**config.mk**
```make
export PLATFORM = sky130hd
export DESIGN_NAME = hbse_regs
export DESIGN_NICKNAME = d
export VERILOG_FILES = /design/src/rtl/hbse_pkg.sv /design/src/rtl/hbse_pin_sync.sv /design/src/rtl/hbse_regs.sv
export VERILOG_INCLUDE_DIRS = /design/src /design/src/rtl
export SDC_FILE = /design/constraint.sdc
export NUM_CORES = 1
export LEC_CHECK = 0
export BUFFER_PORTS_ARGS = -buffer_cell sky130_fd_sc_hd__buf_2
export CORE_AREA = 4 4 104 106
export DETAILED_ROUTE_END_ITERATION = 8
export DIE_AREA = 0 0 108 110
export PLACE_DENSITY = 0.63
export SKIP_LAST_GASP = 1
export SLEW_MARGIN = 40
export SYNTH_ARGS = -nofsm -noshare
export SYNTH_HDL_FRONTEND = slang
export SYNTH_SLANG_ARGS = --single-unit
export TNS_END_PERCENT = 30
```
**constraint.sdc**
```tcl
create_clock -name clock -period 6.05 [get_ports clock]
set_input_delay 0.605 -clock clock [delete_from_list [all_inputs] [get_ports clock]]
set_output_delay 0.605 -clock clock [all_outputs]
set_load 0.02 [all_outputs]
```
**src/rtl/hbse_params.svh**
```systemverilog
// Purpose: Constants for the half-bridge switch enable register bank.
// Assumes: 16-bit frame, least significant bit first, address byte then data byte.
`ifndef HBSE_PARAMS_SVH
`define HBSE_PARAMS_SVH

// ****************************************
// Frame layout
// ****************************************
`define HBSE_FRAME_BITS 5'h10
`define HBSE_ADDR_BITS 5'h08
`define HBSE_OP_BIT 7
`define HBSE_LSB_BIT 0
`define HBSE_SEL_HI 6
`define HBSE_SEL_LO 2

// ****************************************
// Register select codes (address bits 6..2)
// ****************************************
`define HBSE_SEL_ENABLE_A 5'h00
`define HBSE_SEL_ENABLE_B 5'h10
`define HBSE_SEL_ENABLE_C 5'h08
`define HBSE_SEL_PWM_A 5'h18

// ****************************************
// Fields and reset values
// ****************************************
`define HBSE_OUT4_ROUTE_HI 7
`define HBSE_OUT4_ROUTE_LO 6
`define HBSE_REG_RESET 8'h00

`endif

```
**src/rtl/hbse_pkg.sv**
```systemverilog
// Purpose: Types shared by the register bank files.
// Assumes: Constants come from hbse_params.svh.
// Notes: Routes are two-bit codes; output 4 is the only output with one.
`include "hbse_params.svh"

package hbse_pkg;

    // PWM route of one output
    typedef enum logic [1:0]
    {
        HBSE_ROUTE_NONE = 2'h0,
        HBSE_ROUTE_PWM1 = 2'h1,
        HBSE_ROUTE_PWM2 = 2'h2,
        HBSE_ROUTE_PWM3 = 2'h3
    } hbse_route_t;

    // Serial pins as seen by the core
    typedef struct packed
    {
        logic csn;
        logic sclk;
        logic sdi;
    } hbse_pins_t;

    // Control registers
    typedef struct packed
    {
        logic [7:0] enable_a;
        logic [7:0] enable_b;
        logic [7:0] enable_c;
        logic [7:0] pwm_a;
    } hbse_regs_t;

    // Switch drive outputs
    typedef struct packed
    {
        logic [11:0] upper_switch_on;
        logic [11:0] lower_switch_on;
        hbse_route_t output4_pwm_route;
        logic [7:0] pwm_select;
    } hbse_drive_t;

endpackage

```
**src/rtl/hbse_pin_sync.sv**
```systemverilog
// Purpose: Three-stage synchroniser for the serial pins.
// Assumes: Pins are asynchronous to clock.
// Notes: A change counts once stages two and three agree.
`timescale 1ns/1ns

module hbse_pin_sync
    import hbse_pkg::*;
#(
    parameter int WIDTH = 3
)
(
    // Clock and reset
    input wire logic clock,
    input wire logic rstn,
    // Raw and filtered levels
    input wire logic [WIDTH-1:0] pin_raw,
    output logic [WIDTH-1:0] pin_level
);

    // ****************************************
    // State
    // ****************************************
    typedef struct packed
    {
        logic [WIDTH-1:0] stage1;
        logic [WIDTH-1:0] stage2;
        logic [WIDTH-1:0] stage3;
        logic [WIDTH-1:0] level;
    } hbse_sync_t;

    hbse_sync_t state; // Registered state
    hbse_sync_t next_state; // Next state

    // Stage shifting, filter per bit
    always_comb
    begin
        next_state = state;
        next_state.stage1 = pin_raw;
        next_state.stage2 = state.stage1;
        next_state.stage3 = state.stage2;
        for (int i = 0; i < WIDTH; i++)
        begin
            // Accept only when stages agree
            if (state.stage2[i] == state.stage3[i])
            begin
                next_state.level[i] = state.stage3[i];
            end
        end
    end

    // Registers; idle levels 0 (chip select idle high is set by caller)
    always_ff @(posedge clock or negedge rstn)
    begin
        if (!rstn)
        begin
            state <= '0;
        end
        else
        begin
            state <= next_state;
        end
    end

    assign pin_level = state.level;

endmodule

```
**src/rtl/hbse_regs.sv**
```systemverilog
// Purpose: Half-bridge enable and PWM select registers behind a serial frame.
// Assumes: Host is frame master; sdi sampled on sclk rise, sdo changes on fall.
// Notes: Bridge drive outputs lag the register by one clock.
`timescale 1ns/1ns
`include "hbse_params.svh"

// ****************************************
// Frame overview
// ****************************************
// Sixteen bits per frame, least significant bit first
// Bits 0..7: address byte, bits 8..15: data byte
// Address bit 0 must be set for a write, bit 1 is ignored
// Address bits 6..2 pick the register
// Address bit 7 set: write, clear: read
// Read data leaves on sdo during the data byte
// Writes land only when select returns high
// Short, long or malformed frames change nothing
// Pins cross into the clock domain first
// Every pin edge is therefore seen a few clocks late

module hbse_regs
    import hbse_pkg::*;
(
    // Clock and reset
    input wire logic clock,
    input wire logic rstn,
    // Serial pins
    input wire logic csn,
    input wire logic sclk,
    input wire logic sdi,
    output logic sdo,
    output logic sdo_oe,
    // Bridge drive
    output logic [11:0] upper_switch_on,
    output logic [11:0] lower_switch_on,
    output hbse_route_t output4_pwm_route,
    output logic [7:0] pwm_select
);

    // ****************************************
    // Pin synchronisation
    // ****************************************
    hbse_pins_t pins; // Filtered pin levels
    logic [2:0] pins_raw; // Inverted chip select so idle reset is safe
    logic [2:0] pins_level; // Synchroniser output

    // Select is inverted into the filter so that
    // the all-zero reset of the filter reads as idle
    assign pins_raw = {~csn, sclk, sdi};

    // Three stages per pin; the third confirms the second
    // so a single-clock glitch never reaches the frame engine
    hbse_pin_sync #(.WIDTH(3)) u_sync
    (
        .clock(clock),
        .rstn(rstn),
        .pin_raw(pins_raw),
        .pin_level(pins_level)
    );

    assign pins = '{csn: ~pins_level[2], sclk: pins_level[1], sdi: pins_level[0]};

    // ****************************************
    // State
    // ****************************************
    // One packed record holds every flip-flop
    // so one register process covers them all
    typedef struct packed
    {
        logic csn_prev;
        logic sclk_prev;
        logic [15:0] shift;
        logic [4:0] count;
        logic [7:0] tx;
        logic sdo;
        logic sdo_oe;
        hbse_regs_t regs;
        hbse_drive_t drive;
    } hbse_core_t;

    hbse_core_t state; // Registered state
    hbse_core_t next_state; // Next state

    // ****************************************
    // Frame engine
    // ****************************************
    // Edges are taken from the filtered levels only
    // The raw pins may glitch; the filter hides that
    // The read mux follows the upper shift byte, which
    // holds the address once eight bits are in
    // The drive stage lags the registers by one clock
    // Frame engine, register update and bridge drive
    always_comb
    begin
        logic [7:0] addr;
        logic [4:0] sel;
        logic [7:0] rd;
        logic [23:0] en_all;
        addr = '0;
        sel = '0;
        rd = '0;
        en_all = '0;
        next_state = state;
        // Edge history of the filtered pins
        next_state.csn_prev = pins.csn;
        next_state.sclk_prev = pins.sclk;
        // Upper byte holds the address after eight bits
        addr = state.shift[15:8];
        sel = addr[`HBSE_SEL_HI:`HBSE_SEL_LO];
        // Read-back of addressed register
        case (sel)
            `HBSE_SEL_ENABLE_A: rd = state.regs.enable_a;
            `HBSE_SEL_ENABLE_B: rd = state.regs.enable_b;
            `HBSE_SEL_ENABLE_C: rd = state.regs.enable_c;
            `HBSE_SEL_PWM_A: rd = state.regs.pwm_a;
            default: rd = '0;
        endcase
        if (state.csn_prev && !pins.csn)
        begin
            // Frame start
            next_state.shift = '0;
            next_state.count = '0;
            next_state.sdo = 1'b0;
            next_state.sdo_oe = 1'b1;
        end
        else if (!pins.csn)
        begin
            if (!state.sclk_prev && pins.sclk)
            begin
                // Rising edge: sample, least significant bit first
                next_state.shift = {pins.sdi, state.shift[15:1]};
                // Saturate so an overlong frame stays refused
                if (state.count != 5'h1F)
                begin
                    next_state.count = state.count + 5'h01;
                end
            end
            else if (state.sclk_prev && !pins.sclk)
            begin
                // Falling edge: drive response during data byte
                // Eighth fall: load the read byte
                if (state.count == `HBSE_ADDR_BITS)
                begin
                    next_state.sdo = rd[0];
                    next_state.tx = {1'b0, rd[7:1]};
                end
                else if (state.count > `HBSE_ADDR_BITS && state.count < `HBSE_FRAME_BITS)
                begin
                    next_state.sdo = state.tx[0];
                    next_state.tx = {1'b0, state.tx[7:1]};
                end
            end
        end
        else if (!state.csn_prev && pins.csn)
        begin
            // Frame end: commit only a whole, well-formed write
            next_state.sdo_oe = 1'b0;
            next_state.sdo = 1'b0;
            if (state.count == `HBSE_FRAME_BITS && state.shift[`HBSE_LSB_BIT] &&
                state.shift[`HBSE_OP_BIT])
            begin
                case (state.shift[`HBSE_SEL_HI:`HBSE_SEL_LO])
                    `HBSE_SEL_ENABLE_A: next_state.regs.enable_a = state.shift[15:8];
                    `HBSE_SEL_ENABLE_B: next_state.regs.enable_b = state.shift[15:8];
                    `HBSE_SEL_ENABLE_C: next_state.regs.enable_c = state.shift[15:8];
                    `HBSE_SEL_PWM_A: next_state.regs.pwm_a = state.shift[15:8];
                    default: next_state.regs = state.regs;
                endcase
            end
        end
        // Bridge n uses bits 2n-1 (upper) and 2n-2 (lower)
        // Interlock acts on the drive; the register keeps both bits
        en_all = {state.regs.enable_c, state.regs.enable_b, state.regs.enable_a};
        for (int i = 0; i < 12; i++)
        begin
            // Both set: whole bridge off
            if (en_all[2*i+1] && en_all[2*i])
            begin
                next_state.drive.upper_switch_on[i] = 1'b0;
                next_state.drive.lower_switch_on[i] = 1'b0;
            end
            else
            begin
                next_state.drive.upper_switch_on[i] = en_all[2*i+1];
                next_state.drive.lower_switch_on[i] = en_all[2*i];
            end
        end
        // Code 11 selects channel 3
        next_state.drive.output4_pwm_route =
            hbse_route_t'(state.regs.pwm_a[`HBSE_OUT4_ROUTE_HI:`HBSE_OUT4_ROUTE_LO]);
        next_state.drive.pwm_select = state.regs.pwm_a;
    end

    // ****************************************
    // Register bank
    // ****************************************
    // Reset branch loads constants only
    // Select history starts high to match the idle pin
    // State registers, all zero at reset except the select history, which starts high
    always_ff @(posedge clock or negedge rstn)
    begin
        if (!rstn)
        begin
            state <= '0;
            state.csn_prev <= 1'b1;
            state.regs <= {4{`HBSE_REG_RESET}};
        end
        else
        begin
            state <= next_state;
        end
    end

    // ****************************************
    // Outputs
    // ****************************************
    // Each output is a flip-flop of the state record
    assign sdo = state.sdo;
    assign sdo_oe = state.sdo_oe;
    assign upper_switch_on = state.drive.upper_switch_on;
    assign lower_switch_on = state.drive.lower_switch_on;
    assign output4_pwm_route = state.drive.output4_pwm_route;
    assign pwm_select = state.drive.pwm_select;

endmodule

```
== After elaboration in Yosys (flattened, before gate mapping) ==
Index checks and enable logic that the tools add are counted.

* Input port bits: 5
* Output and inout bits: 36
* Word-level logic and storage cells: 125
* Register bits: 111

* $lt $le $gt $ge: 2
* Bitwise gates (word level): 4
* Reductions and logical operators: 39
* Add/subtract/negate cells: 1
* Mux-type cells: 42
* Equality and inequality tests: 16

{| class="wikitable"
|+ Operators with widths
! kind !! count
|-
| two-way mux 21 bit || 2
|-
| two-way mux 9 bit || 4
|-
| two-way mux 34 bit || 1
|-
| two-way mux 33 bit || 1
|-
| two-way mux 32 bit || 1
|-
| two-way mux 8 bit || 4
|-
| one-hot mux 8 bit (4 select lines) || 1
|-
| two-way mux 29 bit || 1
|-
| equality test 5 bit, second input constant || 5
|-
| two-way mux 1 bit || 25
|-
| AND reduction 5 bit || 5
|-
| logical AND 1 bit || 19
|-
| equality test 5 x 4 -> 1 bit, second input constant || 3
|-
| logical NOT 5 bit || 2
|-
| nonzero test 2 bit || 5
|-
| inequality test 3 bit, second input constant || 2
|-
| adder 5 x 1 -> 5 bit, second input constant || 1
|-
| greater-than comparator 5 x 4 -> 1 bit, second input constant || 1
|-
| < comparator 5 bit, second input constant || 1
|-
| two-way mux 5 bit || 1
|-
| inequality test 5 bit, second input constant || 1
|-
| inequality test 4 bit, second input constant || 1
|-
| NOT 1 bit || 4
|-
| AND reduction 2 bit || 2
|-
| other kinds (7) || 11
|}

== Depth between registers and ports, before layout ==
Gate-level depths: netlist of run 1.

* Depth after elaboration: 8
* Mapped depth: 7
* Gate-level depth less buffers: 7

== Hierarchy ==
Synthesis of run 1 repeated with hierarchy kept, for this count alone.

* Cell total of the unflattened synthesis: 351
* Area total of the unflattened synthesis: 4535.6 um2

{| class="wikitable"
|+ By module, submodules not included
! module !! times used !! area an instance (um2) !! cells an instance !! seq. area each (um2)
|-
| hbse_regs || 1 || 4179.0 || 333 || 2403.6
|-
| hbse_pin_sync || 1 || 356.6 || 18 || 300.3
|}

== Worst setup path before layout of run 1 ==
Ideal clock, no wire load.

* Kind: register -> register
* Start: register u_sync.state, in the netlist u_sync.pin_level[2]
* End: register state[42] (netlist bit)
* Path slack: 3.925 ns
* Path buffers: 0
* Setup time: 0.125 ns
* Arrival time: 2.001 ns
* Clock period less this slack: 2.125 ns
* Cell stages (with the launch flop): 6
* Data required time: 5.925 ns
* Cells stage by stage: dfrtp_1 ha_1 nor4b_4 nand4_4 nor3b_4 mux2_2

* Cells in the longest elaborated chain, start to end: 3
* Elaborated cells between the ends (all ways): 5
* Classes of those cells: bitwise: 2; reduce/logical: 3

{| class="wikitable"
|+ Ends and longest elaborated chain
! what !! RTL line !! text
|-
| start: declaration || hbse_pin_sync.sv:31 || <nowiki>hbse_sync_t state;</nowiki>
|-
| start signal: assignment || hbse_pin_sync.sv:60 || <nowiki>state <= next_state;</nowiki>
|-
| logical AND 1 bit / NOT 1 bit (equally long branches) || - ||
|-
| NOT 1 bit (no source line) / logical AND 1 bit (equally long branches) || - ||
|-
| AND reduction 5 bit (no source line) * || - ||
|-
| end signal: assignment || hbse_regs.sv:210 || <nowiki>state <= next_state;</nowiki>
|-
| end: declaration || hbse_regs.sv:81 || <nowiki>hbse_core_t state;</nowiki>
|}

Every way passes the cells marked *; elsewhere a longest branch is shown, timed or not.
A chain may end at the register's enable or synchronous reset.

== Worst setup path after layout of run 1 ==
* Start: register u_sync.state, in the netlist u_sync.pin_level[2]
* End: register state[46] (netlist bit)

Same word-level chain as after synthesis.

==> results of run 1 <==
==> power by group through the flow <==
| stage | Sequential (mW) | Combinational [mW] | Clock (mW) |
|---|---|---|---|
| after detailed placement | 0.764 | 0.0603 | 0 |
| after CTS | 0.750 | 0.0605 | 0.490 |
| after floorplan | 0.760 | 0.0358 | 0 |
| final | 0.750 | 0.0594 | 0.473 |
| after global routing | 0.753 | 0.0684 | 0.521 |
| after global placement | 0.764 | 0.0593 | 0 |
==> cell usage in the layout (no fill, tap or decap), types with 6 or more instances in the layout <==
| master | netlist | layout |
|---|---|---|
| dfrtp_1 | 107 | 107 |
| nand2_1 | 49 | 49 |
| buf_2 | 3 | 39 |
| mux2_2 | 30 | 30 |
| nor2b_1 | 26 | 26 |
| a21oi_1 | 18 | 18 |
| inv_1 | 12 | 12 |
| clkbuf_8 | 0 | 9 |
| mux4_2 | 8 | 8 |
| o221ai_1 | 6 | 6 |
==> layer usage <==
metal  global-route usage [%]  vias to the layer above  wire, um  share of wire (%)
li1                         -                     1157         -                  -
met1                     17.6                     1226      3300                 44
met2                     23.7                       41      3820                 51
met3                     3.84                        5       302                4.0
met4                     4.06                        0        69               0.92
met5                        0                        -         0                  0
==> flip-flops by register name (all words and copies together), names as in the netlist, 3 cells and up <==
register	cells
upper_switch_on	12
u_sync.pin_level	3
pwm_select	7
u_sync.next_state	6
lower_switch_on	12
u_sync.state	3
state	54
next_state	8
==> how the worst max path moves through the flow <==
stage,end,slack (ns),cells after the start
detailed placement,state[46],3.31,5
finish,state[46],3.52,5
CTS,state[46],3.27,5
global placement,state[45],3.35,5
floorplan,state[42],3.92,5
global route,state[46],3.35,5
==> synth_stat cells (2+ instances only) <==
cell,instances
a21oi_1,18
buf_2,3
buf_4,34
clkbuf_1,9
dfrtp_1,107
ha_1,6
inv_1,12
maj3_1,3
mux2_1,3
mux2_2,30
mux4_2,8
nand2_1,49
nand3_1,3
nor2_1,5
nor2b_1,26
nor3b_4,2
nor4bb_1,2
o21ai_0,4
o221ai_1,6
or3_1,2
xor2_1,2
==> worst max-delay path, stage by stage, from the launching register on <==
cell     delay [ns]
dfrtp_1        0.50
ha_2           0.40
nor4b_4        0.37
nand4_4        0.21
nor3b_4        0.54
mux2_2         0.40
==> kinds of logic (layout without fill, tap and decap cells) <==
group                      count (synthesis)  in the layout  synth area share (%)
DFF                                      108            108                  60.2
buffers and inverters                     58             69                  7.78
and+or+nand+nor                          101            101                  13.0
muxes                                     41             41                  12.3
adders and majority gates                  9              9                  2.34
xor gates and xnor gates                   3              3                 0.585
AOI/OAI and AO/OA                         29             29                  3.79
==> area by class of cell <==
class | instances | area (um2)
clock buffers | 10 | 128
clock inverters | 6 | 93.8
fillers | 904 | 4980
inverters | 12 | 45.0
multi-input cells | 183 | 1450
flip-flops and latches | 108 | 2700
well taps | 133 | 166
repair buffers | 41 | 214
==> impl_metrics.yaml, run 1 <==
grt:
  grt_overflow_total: 0
  antenna_found_initial: 0
  grt_pass1_wl_mm: 12.7
  grt_pass1_vias: 2485
  grt_max_degree: 72
  grtUsageTotal_pct: 13.9
routing:
  antenna_left: 0
  wl_per_cell_um: 15.2
  num_vias: 2429
  wl_mm: 7.50
  via_per_inst: 4.93
  drt_first_pass_iters: 4
  drcViolationCount: 0
  drt_iter0_markers: 88
sta:
  holdWs_ns: 0.199
  min_period_ns: 2.53
  fin_skew_ns: 0.0129
  worst_pin_slew_ns: 0.702
  setup_viol_count_final: 0
  setup_slack_ns: 3.52
  fmax_mhz: 395
  slew_violations: 0
  setup_tns_ns: 0
  maxSlewHeadroom_pct: 53.2
  hold_viol: 0
  period_share_pct: 41.8
  rsz0062_at_grt: "no"
synth:
  async_reset_ff_share_pct: 100
  syn_avg_cell_area_um2: 12.9
  syn_area_mm2: 0.00449
  yosysWarnings: 0
  synthFlopType: "dfrtp_1"
  synth_area_leaders: "dfrtp_1, mux2_2, buf_4"
  yosysUniqueCellTypes: 36
  yosysSeqAreaShare_pct: 60.2
  postSynthCellCount: 349
  synth.top_cell.area_share_pct: 59.6
  yosys.area.top_type: "dfrtp_1"
  synth_seq_cells: 108
  synth_edf_count: 0
  synth_nets: 360
critical_path:
  required_ns: 6.30
  reg2reg_slack_ns: 3.52
  crit_path_end_kind: "flip-flop"
  arrival_ns: 2.78
  cp-start-kind: "flip-flop"
  rr_worst_depth: 5
  rr_endpoint: "state[46]"
  critPathKind: "reg2reg"
  crit_fanout: 24
  cp-startpoint: "u_sync.pin_level[2]"
  rr_startpoint: "u_sync.pin_level[2]"
placed_design:
  dp_hpwl_mm: 5.06
  io_buffers: 40
  dpl.cell_count: 477
  place_area_mm2: 0.00457
  dp_slack_ns: 3.31
  place.gp.congestion: 0.749
die:
  dieWidth_um: 108
  rows: 36
  start_util_pct: 45.9
  ios: 41
  die_area_mm2: 0.0119
  coreArea_mm2: 0.00977
  die_height_um: 110
status:
  status: "finished, final reports clean"
cts:
  clock-sinks: 108
  clkSlewWorstSetupHoldPaths_ns: 0.10
  ctsHoldBuffers: 0
  clock_path_buffers: 2
  cts_buffers: 9
  cts.htree.levels: 3
  clock_latency_ns: 0.36
  cts_setup_buffers: 0
  root_buffer: "clkbuf_8"
  cts_resized: 0
  cts_tree: "yes"
finish:
  layout-drive-gt1-share_pct: 29.2
  design_area_mm2: 0.00480
  syn_to_final_growth_pct: 6.88
  fin_util_pct: 49.1
  instances_no_fill: 493
  antenna_cells: 0
  nNetsFinal: 366
power:
  comb_power_share_pct: 4.6
  p_total_mw: 1.28
  p_int_mw: 0.990
  p_seq_share_pct: 58.5
  netSwitchingFraction_pct: 22.8
  power_density_mw_per_mm2: 267
  power_frac_clock_pct: 36.9
  switchingPower_mw: 0.292
  peakVddDrop_mv: 0.157
  power.leakage_nw: 2.34
run:
  cap_violations: 0
worst_hold_path:
  hold_class: "in2async"
No activity file was read; power rests on OpenSTA's default activity.
==> inputs of run 2 (changes only) <==
Clock period 6.05 ns to 2.4 ns, I/O delays scaled along.
==> run 2 against run 1 <==
  * Clock skew increased by 0.0034 ns
  * Global-route usage increased by 0.15 points
  * Sequential power increased to 2.5 times the previous value
  * Maximum frequency increased by 16%
  * Final cell count increased by 2.0%
  * Sequential cell count unchanged
  * Combinational power increased to 2.8 times the previous value
  * Critical path depth unchanged
  * Total power increased by 140%
  * Highest routed layer unchanged
  * First-iteration DRC count decreased by 10%
  * Critical path type unchanged
==> impl_metrics.yaml, run 2 (synthesis gave the netlist of run 1 again) <==
finish:
  fillers: 894
  largest_reg_flops: 54
  antenna_cells: 0
  syn_to_final_growth_pct: 8.14
  ff_latch_area_mm2: 0.00270
  top_register: "state"
  fin_util_pct: 49.7
  most-common-layout-cells: "dfrtp_1, nand2_1, buf_2"
  nNetsFinal: 376
  design_area_mm2: 0.00485
  layout-drive-gt1-share_pct: 29.5
  multi_input_area_mm2: 0.00144
  final_common_cell: "dfrtp_1"
power:
  switchingPower_mw: 0.803
  p_int_mw: 2.32
  comb_power_share_pct: 5.4
  power_density_mw_per_mm2: 642
  p_seq_share_pct: 60.5
  netSwitchingFraction_pct: 25.8
  peakVddDrop_mv: 0.437
  power.leakage_nw: 2.37
  p_total_mw: 3.12
  power_frac_clock_pct: 34.1
die:
  die_area_mm2: 0.0119
  die_height_um: 110
  coreArea_mm2: 0.00977
  dieWidth_um: 108
  ios: 41
  start_util_pct: 45.9
  rows: 36
run:
  cap_violations: 0
sta:
  fin_skew_ns: 0.0163
  hold_viol: 0
  period_share_pct: 91.0
  maxSlewHeadroom_pct: 50.9
  rsz0062_at_grt: "no"
  slew_violations: 0
  setup_slack_ns: 0.216
  min_period_ns: 2.18
  setup_viol_count_final: 0
  fmax_mhz: 458
  setup_tns_ns: 0
  worst_pin_slew_ns: 0.736
critical_path:
  rr_startpoint: "u_sync.pin_level[2]"
  crit_path_end_kind: "flip-flop"
  required_ns: 2.66
  cp-startpoint: "u_sync.pin_level[2]"
  critPathKind: "reg2reg"
  arrival_ns: 2.45
  cp-start-kind: "flip-flop"
  crit_fanout: 8
cts:
  cts.htree.levels: 3
  cts_buffers: 9
  cts_setup_buffers: 0
  root_buffer: "clkbuf_8"
  clkSlewWorstSetupHoldPaths_ns: 0.10
  clock-sinks: 108
  clock_latency_ns: 0.37
  ctsHoldBuffers: 4
  cts_tree: "yes"
  cts_resized: 0
  clock_path_buffers: 2
routing:
  drcViolationCount: 0
  via_per_inst: 4.93
  drt_iter0_markers: 79
  wl_per_cell_um: 15.0
  antenna_left: 0
  num_vias: 2482
  drt_first_pass_iters: 4
  wl_mm: 7.54
placed_design:
  dp_slack_ns: 0.199
  dp_hpwl_mm: 5.14
  place.gp.congestion: 0.766
  place_area_mm2: 0.00462
  io_buffers: 40
grt:
  grt_max_degree: 51
  grt_pass1_vias: 2516
  grt_overflow_total: 0
  grtUsageTotal_pct: 14.1
  antenna_found_initial: 0
  grt_pass1_wl_mm: 12.9
worst_hold_path:
  hold_path_startpoint: "u_sync.next_state[6]"
  hold_class: "reg2reg"
status:
  status: "finished, final reports clean"
[run 2: final cells by class]
type,count,share of cell area (%)
clock inverter,7,1.47
multi-input combinational,183,29.6
clock buffer,9,2.55
sequential,108,55.7
inverter,12,0.928
timing repair buffer,51,6.34
tap,133,3.43
[run 2: final timing paths]
kind                                             end  slack, ns  cells past startpoint
max in group asynchronous                  state[55]       1.24                      3
min in group asynchronous        u_sync.pin_level[0]       0.43                      2
worst max register to register             state[42]       0.22                      5
worst min-delay path            u_sync.next_state[3]       0.36                      0
worst max-delay path                       state[42]       0.22                      5
worst min register to register  u_sync.next_state[3]       0.36                      0
[run 2: critical path: stages, from the launching register on]
cell	delay (ns)
dfrtp_1	0.44
ha_1	0.26
nor4b_4	0.32
nand4_4	0.19
nor3b_4	0.47
mux2_2	0.39
[run 2: metrics by stage]
stage,instances,hold WS (ns)
6_report,503,0.357
5_1_grt,503,0.378
4_1_cts,503,0.359
3_5_place_dp,483,0.302
3_3_place_gp,483,0.314
2_1_floorplan,349,-0.0556
[run 2: routing by layer]
| layer | wire (um) | share of wire (%) | global-route usage [%] | up-vias |
|---|---|---|---|---|
| li1 | - | - | - | 1169 |
| met1 | 3430 | 45 | 18.2 | 1260 |
| met2 | 3730 | 50 | 23.7 | 49 |
| met3 | 314 | 4.2 | 3.84 | 4 |
| met4 | 61 | 0.81 | 3.52 | 0 |
| met5 | 0 | 0 | 0 | - |
[run 2: power groups by stage]
| stage | clock network (mW) | registers (mW) | logic, mW |
|---|---|---|---|
| floorplan | 0 | 1.91 | 0.0902 |
| detailed placement | 0 | 1.92 | 0.168 |
| global placement | 0 | 1.92 | 0.165 |
| CTS | 1.10 | 1.89 | 0.175 |
| finish | 1.06 | 1.89 | 0.168 |
| global route | 1.17 | 1.90 | 0.192 |
